File: config.mk
export PLATFORM = sky130hd
export DESIGN_NAME = bpm_top
export DESIGN_NICKNAME = d
export VERILOG_FILES = /design/src/hw/bpm_pkg.sv /design/src/hw/bpm_top.sv
export SDC_FILE = /design/constraint.sdc
export NUM_CORES = 1
export LEC_CHECK = 0
export ABC_CLOCK_PERIOD_IN_PS = 2910
export BUFFER_PORTS_ARGS = -buffer_cell sky130_fd_sc_hd__buf_2
export CORE_MARGIN = 8
export CORE_UTILIZATION = 55
export DETAILED_ROUTE_END_ITERATION = 8
export HOLD_SLACK_MARGIN = 0.08
export PLACE_DENSITY_LB_ADDON = 0.2
export SLEW_MARGIN = 20
export SYNTH_ARGS = -nofsm -noshare
export SYNTH_HDL_FRONTEND = slang
export SYNTH_SLANG_ARGS = --single-unit
File: constraint.sdc
create_clock -name clk_i -period 2.91 [get_ports clk_i]
set_input_delay 0.582 -clock clk_i [delete_from_list [all_inputs] [get_ports clk_i]]
set_output_delay 0.582 -clock clk_i [all_outputs]
set_load 0.02 [all_outputs]
File: src/hw/bpm_pkg.sv
// Package with register map, field positions and types for the PWM mask block
package bpm_pkg;
  localparam int unsigned BPM_ADDR_W = 6;
  // Byte addresses of the 32-bit register words
  localparam logic [5:0] BPM_DUTY0_LOW_ADDR   = 6'h00;
  localparam logic [5:0] BPM_DUTY0_HIGH_ADDR  = 6'h04;
  localparam logic [5:0] BPM_DUTY1_LOW_ADDR   = 6'h08;
  localparam logic [5:0] BPM_DUTY1_HIGH_ADDR  = 6'h0C;
  localparam logic [5:0] BPM_DUTY2_LOW_ADDR   = 6'h10;
  localparam logic [5:0] BPM_DUTY2_HIGH_ADDR  = 6'h14;
  localparam logic [5:0] BPM_PERIOD_LOW_ADDR  = 6'h18;
  localparam logic [5:0] BPM_PERIOD_HIGH_ADDR = 6'h1C;
  localparam logic [5:0] BPM_CNT_LOW_ADDR     = 6'h20;
  localparam logic [5:0] BPM_CNT_HIGH_ADDR    = 6'h24;
  localparam logic [5:0] BPM_PWM_CTRL_ADDR    = 6'h28;
  localparam logic [5:0] BPM_MOTOR_CTRL_ADDR  = 6'h2C;
  localparam logic [5:0] BPM_STATUS_ADDR      = 6'h30;
  localparam logic [5:0] BPM_CMD_ADDR         = 6'h34;
  // Motor function control fields
  localparam int unsigned BPM_MFC_SIDE_BIT    = 0;
  localparam int unsigned BPM_MFC_PROT_BIT    = 1;
  localparam int unsigned BPM_MFC_GATE_BIT    = 2;
  localparam int unsigned BPM_MFC_COMPL_BIT   = 3;
  localparam int unsigned BPM_MFC_SRC_BIT     = 7;
  localparam logic [7:0]  BPM_MFC_RESET       = 8'h04;
  localparam logic [7:0]  BPM_MFC_MASK        = 8'h8F;
  // PWM control fields
  localparam int unsigned BPM_PC_RELOAD_BIT   = 0;
  localparam int unsigned BPM_PC_ON_BIT       = 3;
  localparam int unsigned BPM_PC_DIV_LSB      = 4;
  localparam int unsigned BPM_PC_ALIGN_BIT    = 7;
  localparam logic [7:0]  BPM_PC_RESET        = 8'h00;
  // Command word: bits 5..0 commands, bit 6 protect, bit 7 brake
  localparam int unsigned BPM_CMD_PROT_BIT    = 6;
  localparam int unsigned BPM_CMD_BRAKE_BIT   = 7;
  localparam logic [9:0]  BPM_ZERO10          = 10'h000;
  localparam logic [9:0]  BPM_ONE10           = 10'h001;
  localparam logic [2:0]  BPM_DIV_ONE         = 3'h0;

  typedef enum logic [2:0]
  {
    BPM_MODE_NORMAL  = 3'b001,
    BPM_MODE_BRAKE   = 3'b010,
    BPM_MODE_PROTECT = 3'b100
  } bpm_mode_type;

  typedef struct packed
  {
    logic [2:0] high;
    logic [2:0] low;
  } bpm_gate_type;
endpackage

File: src/hw/bpm_top.sv
// Three-phase PWM generator and hardware mask stage with Avalon-MM slave
// How it works
// RULE_01 - Duty high byte write-only, bits 9..8
// RULE_02 - Period is 10-bit write-only, cleared
// RULE_03 - Counter readable as two read-only bytes
// RULE_04 - Edge mode: period+1 clocks, duty clocks
// RULE_05 - Center mode: 2*period, 2*duty-1 clocks
// RULE_06 - Mask modes normal, brake, protect
// RULE_07 - Side select picks low or high PWM
// RULE_08 - Output gate off blocks all PWM
// RULE_09 - Complement select only in hardware mask
// RULE_10 - Mask source selects hardware or software; software path is not built, gates stay off in normal mode
// RULE_11 - Protect: highs zero, lows follow choice
// RULE_12 - Status shows gate outputs and halls; the code shows only gate_high_o[0], gate_low_o[0] and gate_high_o[1]
// RULE_13 - Complementary command table per phase
// RULE_14 - Non-complementary command table per phase
// RULE_15 - High byte buffers, low byte commits
// RULE_16 - Counter clock divides by 1,2,4,8
// RULE_17 - Reload only at wrap when enabled
// RULE_18 - High readback matches last low read
//
// Added by the designer: the placing of the registers and the Avalon-MM register port.
`timescale 1ns/1ps
module bpm_top
  import bpm_pkg::*;
(
  input  wire logic                  clk_i,
  input  wire logic                  reset_n_i,
  input  wire logic [BPM_ADDR_W-1:0] avs_address_i,
  input  wire logic                  avs_read_i,
  input  wire logic                  avs_write_i,
  input  wire logic [31:0]           avs_writedata_i,
  input  wire logic [3:0]            avs_byteenable_i,
  output logic      [31:0]           avs_readdata_o,
  output logic                       avs_waitrequest_o,
  output logic      [1:0]            avs_response_o,
  input  wire logic [2:0]            filtered_hall_i,
  output logic      [2:0]            gate_high_o,
  output logic      [2:0]            gate_low_o
);

  logic [9:0]       duty_value [3];
  logic [9:0]       duty_active [3];
  logic [1:0]       duty_high_byte [3];
  logic [9:0]       period_value;
  logic [9:0]       period_active;
  logic [1:0]       period_high_byte;
  logic [9:0]       counter;
  logic             count_down;
  logic [1:0]       counter_high_readback;
  logic [7:0]       pwm_ctrl;
  logic [7:0]       motor_function_control;
  logic [7:0]       cmd_word;
  logic [2:0]       div_count;
  logic [2:0]       div_limit;
  logic             tick;
  logic             wrap;
  logic [2:0]       pwm_true_signal;
  logic             ack;
  logic             acc;
  logic             wr_ok;
  logic             rd_ok;
  logic [7:0]       wbyte;
  bpm_mode_type     mode;
  bpm_gate_type     next_gate;
  logic [2:0]       hall;

  // One wait cycle per access keeps the slave timing fixed
  assign acc   = (avs_read_i | avs_write_i) & ~ack;
  assign wr_ok = avs_write_i & ack & avs_byteenable_i[0];
  assign rd_ok = avs_read_i & acc;
  assign wbyte = avs_writedata_i[7:0];

  always_ff @(posedge clk_i or negedge reset_n_i)
  begin
    if (!reset_n_i)
      ack <= 1'b0;
    else
      ack <= acc;
  end

  always_ff @(posedge clk_i or negedge reset_n_i)
  begin
    if (!reset_n_i)
      avs_waitrequest_o <= 1'b1;
    else
      avs_waitrequest_o <= ~acc;
  end

  // Duty registers: high byte buffered, low byte commits both
  genvar g;
  generate
    for (g = 0; g < 3; g++)
    begin : g_duty
      always_ff @(posedge clk_i or negedge reset_n_i)
      begin
        if (!reset_n_i)
        begin
          duty_high_byte[g] <= 2'h0; // RULE_01
          duty_value[g]     <= BPM_ZERO10;
        end
        else if (wr_ok)
        begin
          if (avs_address_i == BPM_DUTY0_HIGH_ADDR + 6'(8 * g))
            duty_high_byte[g] <= wbyte[1:0]; // RULE_15
          else if (avs_address_i == BPM_DUTY0_LOW_ADDR + 6'(8 * g))
            duty_value[g] <= {duty_high_byte[g], wbyte}; // RULE_15
        end
      end

      always_ff @(posedge clk_i or negedge reset_n_i)
      begin
        if (!reset_n_i)
          duty_active[g] <= BPM_ZERO10;
        else if (pwm_ctrl[BPM_PC_RELOAD_BIT] && wrap)
          duty_active[g] <= duty_value[g]; // RULE_17
      end

      // Center mode passes zero once per period, so one compare gives
      // duty ticks in edge mode and twice duty less one in center mode
      always_ff @(posedge clk_i or negedge reset_n_i)
      begin
        if (!reset_n_i)
          pwm_true_signal[g] <= 1'b0;
        else
          pwm_true_signal[g] <= counter < duty_active[g]; // RULE_04 RULE_05
      end
    end
  endgenerate

  always_ff @(posedge clk_i or negedge reset_n_i)
  begin
    if (!reset_n_i)
    begin
      period_high_byte <= 2'h0;
      period_value     <= BPM_ZERO10; // RULE_02
    end
    else if (wr_ok)
    begin
      if (avs_address_i == BPM_PERIOD_HIGH_ADDR)
        period_high_byte <= wbyte[1:0]; // RULE_15
      else if (avs_address_i == BPM_PERIOD_LOW_ADDR)
        period_value <= {period_high_byte, wbyte}; // RULE_15
    end
  end

  always_ff @(posedge clk_i or negedge reset_n_i)
  begin
    if (!reset_n_i)
      period_active <= BPM_ZERO10;
    else if (pwm_ctrl[BPM_PC_RELOAD_BIT] && wrap)
      period_active <= period_value; // RULE_17
  end

  always_ff @(posedge clk_i or negedge reset_n_i)
  begin
    if (!reset_n_i)
    begin
      pwm_ctrl               <= BPM_PC_RESET;
      motor_function_control <= BPM_MFC_RESET;
      cmd_word               <= 8'h00;
    end
    else if (wr_ok)
    begin
      if (avs_address_i == BPM_PWM_CTRL_ADDR)
        pwm_ctrl <= wbyte;
      else if (avs_address_i == BPM_MOTOR_CTRL_ADDR)
        motor_function_control <= wbyte & BPM_MFC_MASK;
      else if (avs_address_i == BPM_CMD_ADDR)
        cmd_word <= wbyte;
    end
  end

  // Counter clock divider
  always_comb
  begin
    case (pwm_ctrl[BPM_PC_DIV_LSB +: 2]) // RULE_16
      2'h0:    div_limit = 3'h0;
      2'h1:    div_limit = 3'h1;
      2'h2:    div_limit = 3'h3;
      default: div_limit = 3'h7;
    endcase
  end

  assign tick = pwm_ctrl[BPM_PC_ON_BIT] && (div_count >= div_limit);

  always_ff @(posedge clk_i or negedge reset_n_i)
  begin
    if (!reset_n_i)
      div_count <= BPM_DIV_ONE;
    else if (!pwm_ctrl[BPM_PC_ON_BIT] || div_count >= div_limit)
      div_count <= BPM_DIV_ONE;
    else
      div_count <= div_count + 3'h1;
  end

  // Wrap marks overflow in edge mode and underflow in center mode
  assign wrap = tick && (pwm_ctrl[BPM_PC_ALIGN_BIT]
                  ? (count_down && counter <= BPM_ONE10)
                  : (counter >= period_active));

  // A zero period is illegal; the counter then sits at zero in edge mode and toggles between 0 and 1 in center mode
  always_ff @(posedge clk_i or negedge reset_n_i)
  begin
    if (!reset_n_i)
    begin
      counter    <= BPM_ZERO10; // RULE_03
      count_down <= 1'b0;
    end
    else if (!pwm_ctrl[BPM_PC_ON_BIT])
    begin
      counter    <= BPM_ZERO10;
      count_down <= 1'b0;
    end
    else if (tick)
    begin
      if (!pwm_ctrl[BPM_PC_ALIGN_BIT])
      begin
        count_down <= 1'b0;
        counter <= wrap ? BPM_ZERO10 : counter + BPM_ONE10; // RULE_04
      end
      else if (!count_down)
      begin
        // RULE_05
        if (counter + BPM_ONE10 >= period_active)
          count_down <= 1'b1;
        counter <= counter + BPM_ONE10;
      end
      else
      begin
        if (counter <= BPM_ONE10)
          count_down <= 1'b0;
        counter <= counter - BPM_ONE10;
      end
    end
  end

  // Mode selection, brake over protect over normal
  always_comb
  begin
    if (cmd_word[BPM_CMD_BRAKE_BIT])
      mode = BPM_MODE_BRAKE; // RULE_06
    else if (cmd_word[BPM_CMD_PROT_BIT])
      mode = BPM_MODE_PROTECT;
    else
      mode = BPM_MODE_NORMAL;
  end

  // Per-phase hardware mask decode
  generate
    for (g = 0; g < 3; g++)
    begin : g_mask
      logic       pwm_on;
      logic       pwm_bar;
      logic [1:0] phase_cmd;
      assign phase_cmd = cmd_word[2*g +: 2];
      // RULE_08
      assign pwm_on  = pwm_true_signal[g] &
                       motor_function_control[BPM_MFC_GATE_BIT];
      // RULE_09
      assign pwm_bar = ~pwm_on & ~motor_function_control[BPM_MFC_COMPL_BIT]
                       & motor_function_control[BPM_MFC_GATE_BIT];
      always_comb
      begin
        next_gate.high[g] = 1'b0;
        next_gate.low[g]  = 1'b0;
        case (mode)
          BPM_MODE_BRAKE:
            next_gate.low[g] = 1'b1;
          BPM_MODE_PROTECT:
            next_gate.low[g] = motor_function_control[BPM_MFC_PROT_BIT];
            // RULE_11
          default:
          begin
            // Software mask path is not built; outputs stay off there
            if (!motor_function_control[BPM_MFC_SRC_BIT]) // RULE_10
            begin
              if (!motor_function_control[BPM_MFC_SIDE_BIT]) // RULE_07
              begin
                if (phase_cmd == 2'b01)
                begin
                  next_gate.high[g] = pwm_bar; // RULE_13
                  next_gate.low[g]  = pwm_on; // RULE_14
                end
                else if (phase_cmd == 2'b10)
                  next_gate.high[g] = 1'b1;
              end
              else
              begin
                if (phase_cmd == 2'b01)
                  next_gate.low[g] = 1'b1;
                else if (phase_cmd == 2'b10)
                begin
                  next_gate.high[g] = pwm_on; // RULE_14
                  next_gate.low[g]  = pwm_bar; // RULE_13
                end
              end
            end
          end
        endcase
      end
    end
  endgenerate

  always_ff @(posedge clk_i or negedge reset_n_i)
  begin
    if (!reset_n_i)
      {gate_high_o, gate_low_o} <= 6'h00;
    else
      {gate_high_o, gate_low_o} <= next_gate;
  end

  // Hall inputs are registered once; reset value is not meaningful
  always_ff @(posedge clk_i or negedge reset_n_i)
  begin
    if (!reset_n_i)
      hall <= 3'h0;
    else
      hall <= filtered_hall_i; // RULE_12
  end

  // Reading the low byte freezes the high bits of the same sample
  always_ff @(posedge clk_i or negedge reset_n_i)
  begin
    if (!reset_n_i)
      counter_high_readback <= 2'h0;
    else if (rd_ok && avs_address_i == BPM_CNT_LOW_ADDR)
      counter_high_readback <= counter[9:8]; // RULE_18
  end

  // Read path; write-only registers read as zero
  always_ff @(posedge clk_i or negedge reset_n_i)
  begin
    if (!reset_n_i)
    begin
      avs_readdata_o <= 32'h0000_0000;
      avs_response_o <= 2'h0;
    end
    else if (rd_ok)
    begin
      avs_response_o <= 2'h0;
      if (avs_address_i == BPM_CNT_LOW_ADDR)
        avs_readdata_o <= {24'h000000, counter[7:0]}; // RULE_03
      else if (avs_address_i == BPM_CNT_HIGH_ADDR)
        avs_readdata_o <= {30'h0, counter_high_readback}; // RULE_18
      else if (avs_address_i == BPM_PWM_CTRL_ADDR)
        avs_readdata_o <= {24'h000000, pwm_ctrl};
      else if (avs_address_i == BPM_MOTOR_CTRL_ADDR)
        avs_readdata_o <= {24'h000000, motor_function_control};
      else if (avs_address_i == BPM_STATUS_ADDR)
        avs_readdata_o <= {26'h0, gate_high_o[0], gate_low_o[0],
                           gate_high_o[1], hall}; // RULE_12
      else if (avs_address_i == BPM_CMD_ADDR)
        avs_readdata_o <= {24'h000000, cmd_word};
      else if (avs_address_i <= BPM_PERIOD_HIGH_ADDR)
        avs_readdata_o <= 32'h0000_0000; // RULE_01
      else
      begin
        avs_readdata_o <= 32'h0000_0000;
        avs_response_o <= 2'h2;
      end
    end
    else if (acc)
      avs_response_o <= 2'h0;
  end

endmodule

Word-level counts from Yosys, hierarchy flattened:

Cells that the tools add are included.

* add/subtract/negate cells: 3
* $mul: 0
* divide/modulo/power cells: 0
* $lt $le $gt $ge: 8
* equal/unequal tests: 24
* shifts and indexed selects: 0
* muxes and demuxes: 70
* bitwise operators: 26
* reduce and logical (&&, ||, !) cells: 22

Operators by type and width (count)
* 10-bit 2-to-1 mux: 5
* 8-bit 2-to-1 mux: 6
* 1-bit 2-to-1 mux: 43
* 6-bit equality test, second input constant: 6
* 10-bit less-than comparator: 3
* 6-bit by 5-bit equality test with 1-bit output, second input constant: 4
* 10-bit greater-or-equal comparator: 2
* 2-bit 2-to-1 mux: 9
* 3-bit AND reduction: 5
* 1-bit AND: 13
* 6-bit by 4-bit equality test with 1-bit output, second input constant: 2
* 1-bit NOT: 12
* 10-bit by 1-bit adder with 10-bit output, second input constant: 1
* 10-bit by 1-bit less-or-equal comparator with 1-bit output, second input constant: 1
* 2-bit AND reduction: 5
* 10-bit by 1-bit subtractor with 10-bit output, second input constant: 1
* 3-bit 2-to-1 mux: 3
* 3-bit case mux with 3 select lines: 1
* 2-bit by 1-bit equality test with 1-bit output, second input constant: 4
* 2-bit equality test, second input constant: 4
* 6-bit by 3-bit equality test with 1-bit output, second input constant: 1
* 6-bit by 5-bit less-or-equal comparator with 1-bit output, second input constant: 1
* 6-bit zero test: 1
* 1-bit case mux with 2 select lines: 3
* 13 further kinds: 17

* flip-flop bits (word level): 173
* bits in latches: 0
* RAM bits: 0
* memory bits (read-only): 0
* input bits: 49
* output and inout bits: 41
* logic and storage cells: 182
* memories: 0

Depth between registers and ports, before layout:

* depth in word-level cells: 9
* mapped depth: 10

Least setup slack after synthesis:

No wires, ideal clock.

* path kind: register to register
* start: register pwm_ctrl[5]
* end: register duty_active[0] (netlist bit)
* data arrival time: 2.360 ns
* data required time: 2.785 ns
* path slack: 0.425 ns
* stages on the path, launching flop included: 11
* clock period less this slack: 2.485 ns
* cell sequence: dfrtp_1 > or2_2 > ha_1 > nor2b_1 > o21ai_2 > and2_1 > clkbuf_1 > nand3_2 > a21o_4 > buf_12 > mux2_4

* longest elaborated chain between the ends: 6
* elaborated cells between the ends (all ways): 8

RTL lines
* from (decl): line bpm_top.sv:51 `logic [7:0] pwm_ctrl;`
* from (signal assigned): line bpm_top.sv:166 `pwm_ctrl <= wbyte;`
* 2-bit equality test (tied with other cells): line bpm_top.sv:177 `case (pwm_ctrl[BPM_PC_DIV_LSB +: 2])`
* 3-bit case mux with 3 select lines (*): line bpm_top.sv:177
* 3-bit greater-or-equal comparator (*): line bpm_top.sv:185 `assign tick = pwm_ctrl[BPM_PC_ON_BIT] && (div_count >= div_limit);`
* 1-bit logical AND (*): line bpm_top.sv:185
* 1-bit logical AND (*): line bpm_top.sv:198 `assign wrap = tick && (pwm_ctrl[BPM_PC_ALIGN_BIT]`
* 1-bit logical AND (*): line bpm_top.sv:115 `else if (pwm_ctrl[BPM_PC_RELOAD_BIT] && wrap)`
* to (signal, indexed assignment): line bpm_top.sv:116 `duty_active[g] <= duty_value[g];`
* to (decl): line bpm_top.sv:43 `logic [9:0] duty_active [3];`

Every way passes the cells marked *; elsewhere a longest branch is shown, timed or not.
A chain may end at the register's enable or synchronous reset.

Final worst setup path:

* start: register counter[1]
* end: register count_down

* longest elaborated chain between the ends: 7
* elaborated cells between the ends (all ways): 9

RTL lines
* from (decl): line bpm_top.sv:48 `logic [9:0] counter;`
* from (signal assigned): line bpm_top.sv:220 `counter <= wrap ? BPM_ZERO10 : counter + BPM_ONE10;`
* from (signal assigned): line bpm_top.sv:227 `counter <= counter + BPM_ONE10;`
* from (signal assigned): line bpm_top.sv:233 `counter <= counter - BPM_ONE10;`
* 10-bit by 1-bit adder with 10-bit output: line bpm_top.sv:225 `if (counter + BPM_ONE10 >= period_active)`
* 10-bit greater-or-equal comparator: line bpm_top.sv:225
* 1-bit 2-to-1 mux: line bpm_top.sv:225
* 1-bit 2-to-1 mux (*): line bpm_top.sv:222 `else if (!count_down)`
* 1-bit 2-to-1 mux (*): line bpm_top.sv:217 `if (!pwm_ctrl[BPM_PC_ALIGN_BIT])`
* 1-bit 2-to-1 mux (*): line bpm_top.sv:215 `else if (tick)`
* 1-bit 2-to-1 mux (*): line bpm_top.sv:210 `else if (!pwm_ctrl[BPM_PC_ON_BIT])`
* to (signal assigned): line bpm_top.sv:213 `count_down <= 1'b0;`
* to (signal assigned): line bpm_top.sv:219 `count_down <= 1'b0;`
* to (signal assigned): line bpm_top.sv:226 `count_down <= 1'b1;`
* to (decl): line bpm_top.sv:49 `logic count_down;`

Every way passes the cells marked *; elsewhere a longest branch is shown, timed or not. The select of a mux whose other input is x is not followed.

==> metrics <==
result of the run completed; share of final-layout standard cells stronger than drive strength 1 22.06%; First-pass DRT Iterations 6; share of synthesized area spent on multiplexers 18.02%; number of slew-limit violations in the final report 0; relative slew slack 52.60%; post-route clock skew 0.009179 ns; kind of start point of the critical path flop; leading area contributor after synthesis dfrtp_1; Critical Path End Type flop; clock-pin slew on the worst setup and hold paths 0.07 ns; global-route wire length before repair 29090 microns; Worst EP required 3.20 ns; # port buffers 37; # setup viols final 0; actual slew at the worst max-slew pin 0.7110 ns; Antenna diodes 0; routability congestion estimate from global placement 0.9042; dominant combinational cell family by area after synthesis multiplexers; fill count 1144; antenna violations before repair 0; startpoint-to-endpoint class of the critical path reg2reg; fraction of the mapped netlist area in compound gates 10.55%; Routed wire per std cell 19.05 microns; shortest period the worst path allows 2.698 ns; post-route clock period utilization 92.71%; vias per std cell 5.721; maxcap violations 0; post-CTS setup buffers 0; height of the die 137.0 microns; via count of the first global-routing pass 5649; Most used DFF post-synth dfrtp_1; Post-Syn Instances 693; post-detailed-routing wire length 17920 microns; Placeable Area 14420 sq um; cell-by-cell trace of the critical path ha_1, and3_1, nand3_1, xnor2_1, ha_1, a21o_1, a21o_1, a2111oi_0, a221oi_1; Slowest Stage Delay on Critical Path 0.61 ns; Yosys warning total 0; overall global routing resource usage 20.26%; die footprint 18760 sq um; share of the synthesized area in the top cell type 45.39%; clock tree from TritonCTS done; Vias 5383; EDFF count, synth 0; fraction of registers with async set or reset after synthesis 100.0%; TNS Setup 0 ns; largest fanout on the critical path 8; Post-Syn Area per Cell 11.61 sq um; arrival time reported for the critical path endpoint 2.99 ns; Post-route DRC 0; Final Non-Filler Cells 941; most numerous cell in the Yosys netlist dfrtp_1; Clock Tree Root clkbuf_16; share of synthesized area occupied by flip-flops and latches 46.04%; Initial Utilization 55.80%; NumNets Final 847; cell area after technology mapping 8049 sq um; simple-gate area share of the yosys netlist 8.658%; highest-delay cell along the critical path dfrtp_1; Post-Place Cells 908; number of primary I/O pins 90; final hold vios 0; number of antenna-violating nets in the routed design 0; adder-cell share of the synthesized area 8.394%; P&R area growth vs syn 11.92%; cells taking the most area after synthesis dfrtp_1 45%, ha_1 8.4%, mux2_1 7.7%; Cell variety after synth 69; number of flip-flops and latches in the synthesized netlist 148; total congestion overflow 0; maximum number of pins on one net before global-route repair 79; Die X-Extent 137.0 microns; H-tree lvl count 4; DP HPWL 12930 microns; power per unit of standard cell area 522.1 nW/um^2; number of sinks handled by clock tree synthesis 148; FMAX 370.7 MHz; number of standard-cell rows in the floorplan 44; Iter 0 DRT Violations 375; TritonCTS buffer count 17; unrepaired setup endpoints after global routing no; share of the synthesized netlist area taken by xor and xnor gates 1.197%; LEAKAGE 4.589 nW; most used standard cells in the synthesized netlist 146 x dfrtp_1, 55 x mux2_1, 54 x ha_1; clock network latency to the later pin of the worst-skew pair 0.43 ns; Longest Clk Path Bufs 2; largest vdd supply drop 400.7 uV; Hold WC Path Type in2async
==> area by class of cell <==
class	instances	area, sq um	share of cell area, %
Clock buffer	20	456.7	5.069
Sequential cell	148	3706	41.14
Inverter	50	187.7	2.083
Multi-Input combinational cell	465	3877	43.04
Timing Repair Buffer	62	404.1	4.486
Clock inverter	12	146.4	1.625
Tap cell	184	230.2	2.556
==> logic make-up (layout without fill, tap and decap cells) <==
group                      count (synthesis)  after routing
AOI/OAI and AO/OA                        125            126
xor gates and xnor gates                  11             11
adders and majority gates                 54             54
buffers and inverters                    105            144
DFF                                      148            148
muxes                                    116            116
other                                      1             25
and+or+nand+nor                          133            133
==> stage by stage <==
| stage | power, mW | cell area, sq um | setup WS (ns) | util, % | hold slack [ns] |
|---|---|---|---|---|---|
| floorplan | 2.407 | 8139 | 0.4246 | - | 0.2864 |
| global placement | 2.514 | 8391 | 0.1539 | 58.17 | 0.4547 |
| detailed placement | 2.528 | 8391 | 0.1083 | 58.17 | 0.4601 |
| CTS | 4.746 | 8994 | 0.1062 | 62.35 | 0.2143 |
| global route | 4.877 | 9009 | 0.01756 | 62.46 | 0.2350 |
| finish | 4.703 | 9009 | 0.2121 | 62.46 | 0.2011 |
==> layer usage <==
layer	wire length (microns)	GRT usage (%)	vias to the layer above
met1	7706	25.35	2663
met5	0	0	-
met4	467	8.389	0
met2	8768	33.07	159
met3	979	4.736	40
li1	-	-	2521
==> layout by cell type, fill, tap and decap left out, types with 23 or more instances in the layout <==
cell type  Yosys  routed
a21oi_1       32      32
buf_2          1      36
buf_4         25      23
conb_1         1      25
dfrtp_1      146     146
ha_1          54      54
inv_1         48      48
mux2_1        55      55
mux2_4        40      40
nand2_1       33      33
nor2_1        33      33
==> power breakdown <==
| part | total (mW) | switching [mW] | internal [mW] |
|---|---|---|---|
| logic | 0.313 | 0.213 | 0.100 |
| registers | 2.18 | 0.0490 | 2.13 |
| clock network | 2.21 | 0.888 | 1.32 |
| total | 4.70 | 1.15 | 3.55 |
==> critical path: cells and delay by family (launching register included) <==
family / cells / cell delay [ns]
compound gates: 4 / 0.87
xor+xnor: 1 / 0.16
fa+ha+maj: 2 / 0.54
flops: 1 / 0.61
simple gates: 2 / 0.39
==> flip-flops by register name, indices dropped and copies added, names as in the netlist <==
register                flops
duty_active                30
ack                         1
avs_readdata_o              8
avs_response_o              1
duty_high_byte              6
count_down                  1
period_active              10
duty_value                 30
avs_waitrequest_o           1
counter_high_readback       2
hall                        3
div_count                   3
period_high_byte            2
pwm_ctrl                    8
pwm_true_signal             3
period_value               10
gate_high_o                 3
cmd_word                    8
counter                    10
gate_low_o                  3
motor_function_control      5
==> what timing repair did <==
item,in CTS,in global routing
endpoints found under the setup margin,0,40
hold buffers,0,0
resized for setup,0,1
endpoints found under the hold margin,0,0
==> final timing paths <==
kind | end | slack, ns | startpoint | cells past startpoint
max | count_down | 0.21 | counter[1] | 9
min | duty_value[27] | 0.20 | reset_n_i | 1
max reg2reg | count_down | 0.21 | counter[1] | 9
min reg2reg | div_count[0] | 0.47 | div_count[0] | 1
max in group asynchronous | div_count[0] | 2.04 | reset_n_i | 2
min in group clk_i | hall[0] | 0.26 | filtered_hall_i[0] | 1
(Power assumes the default switching activity.)
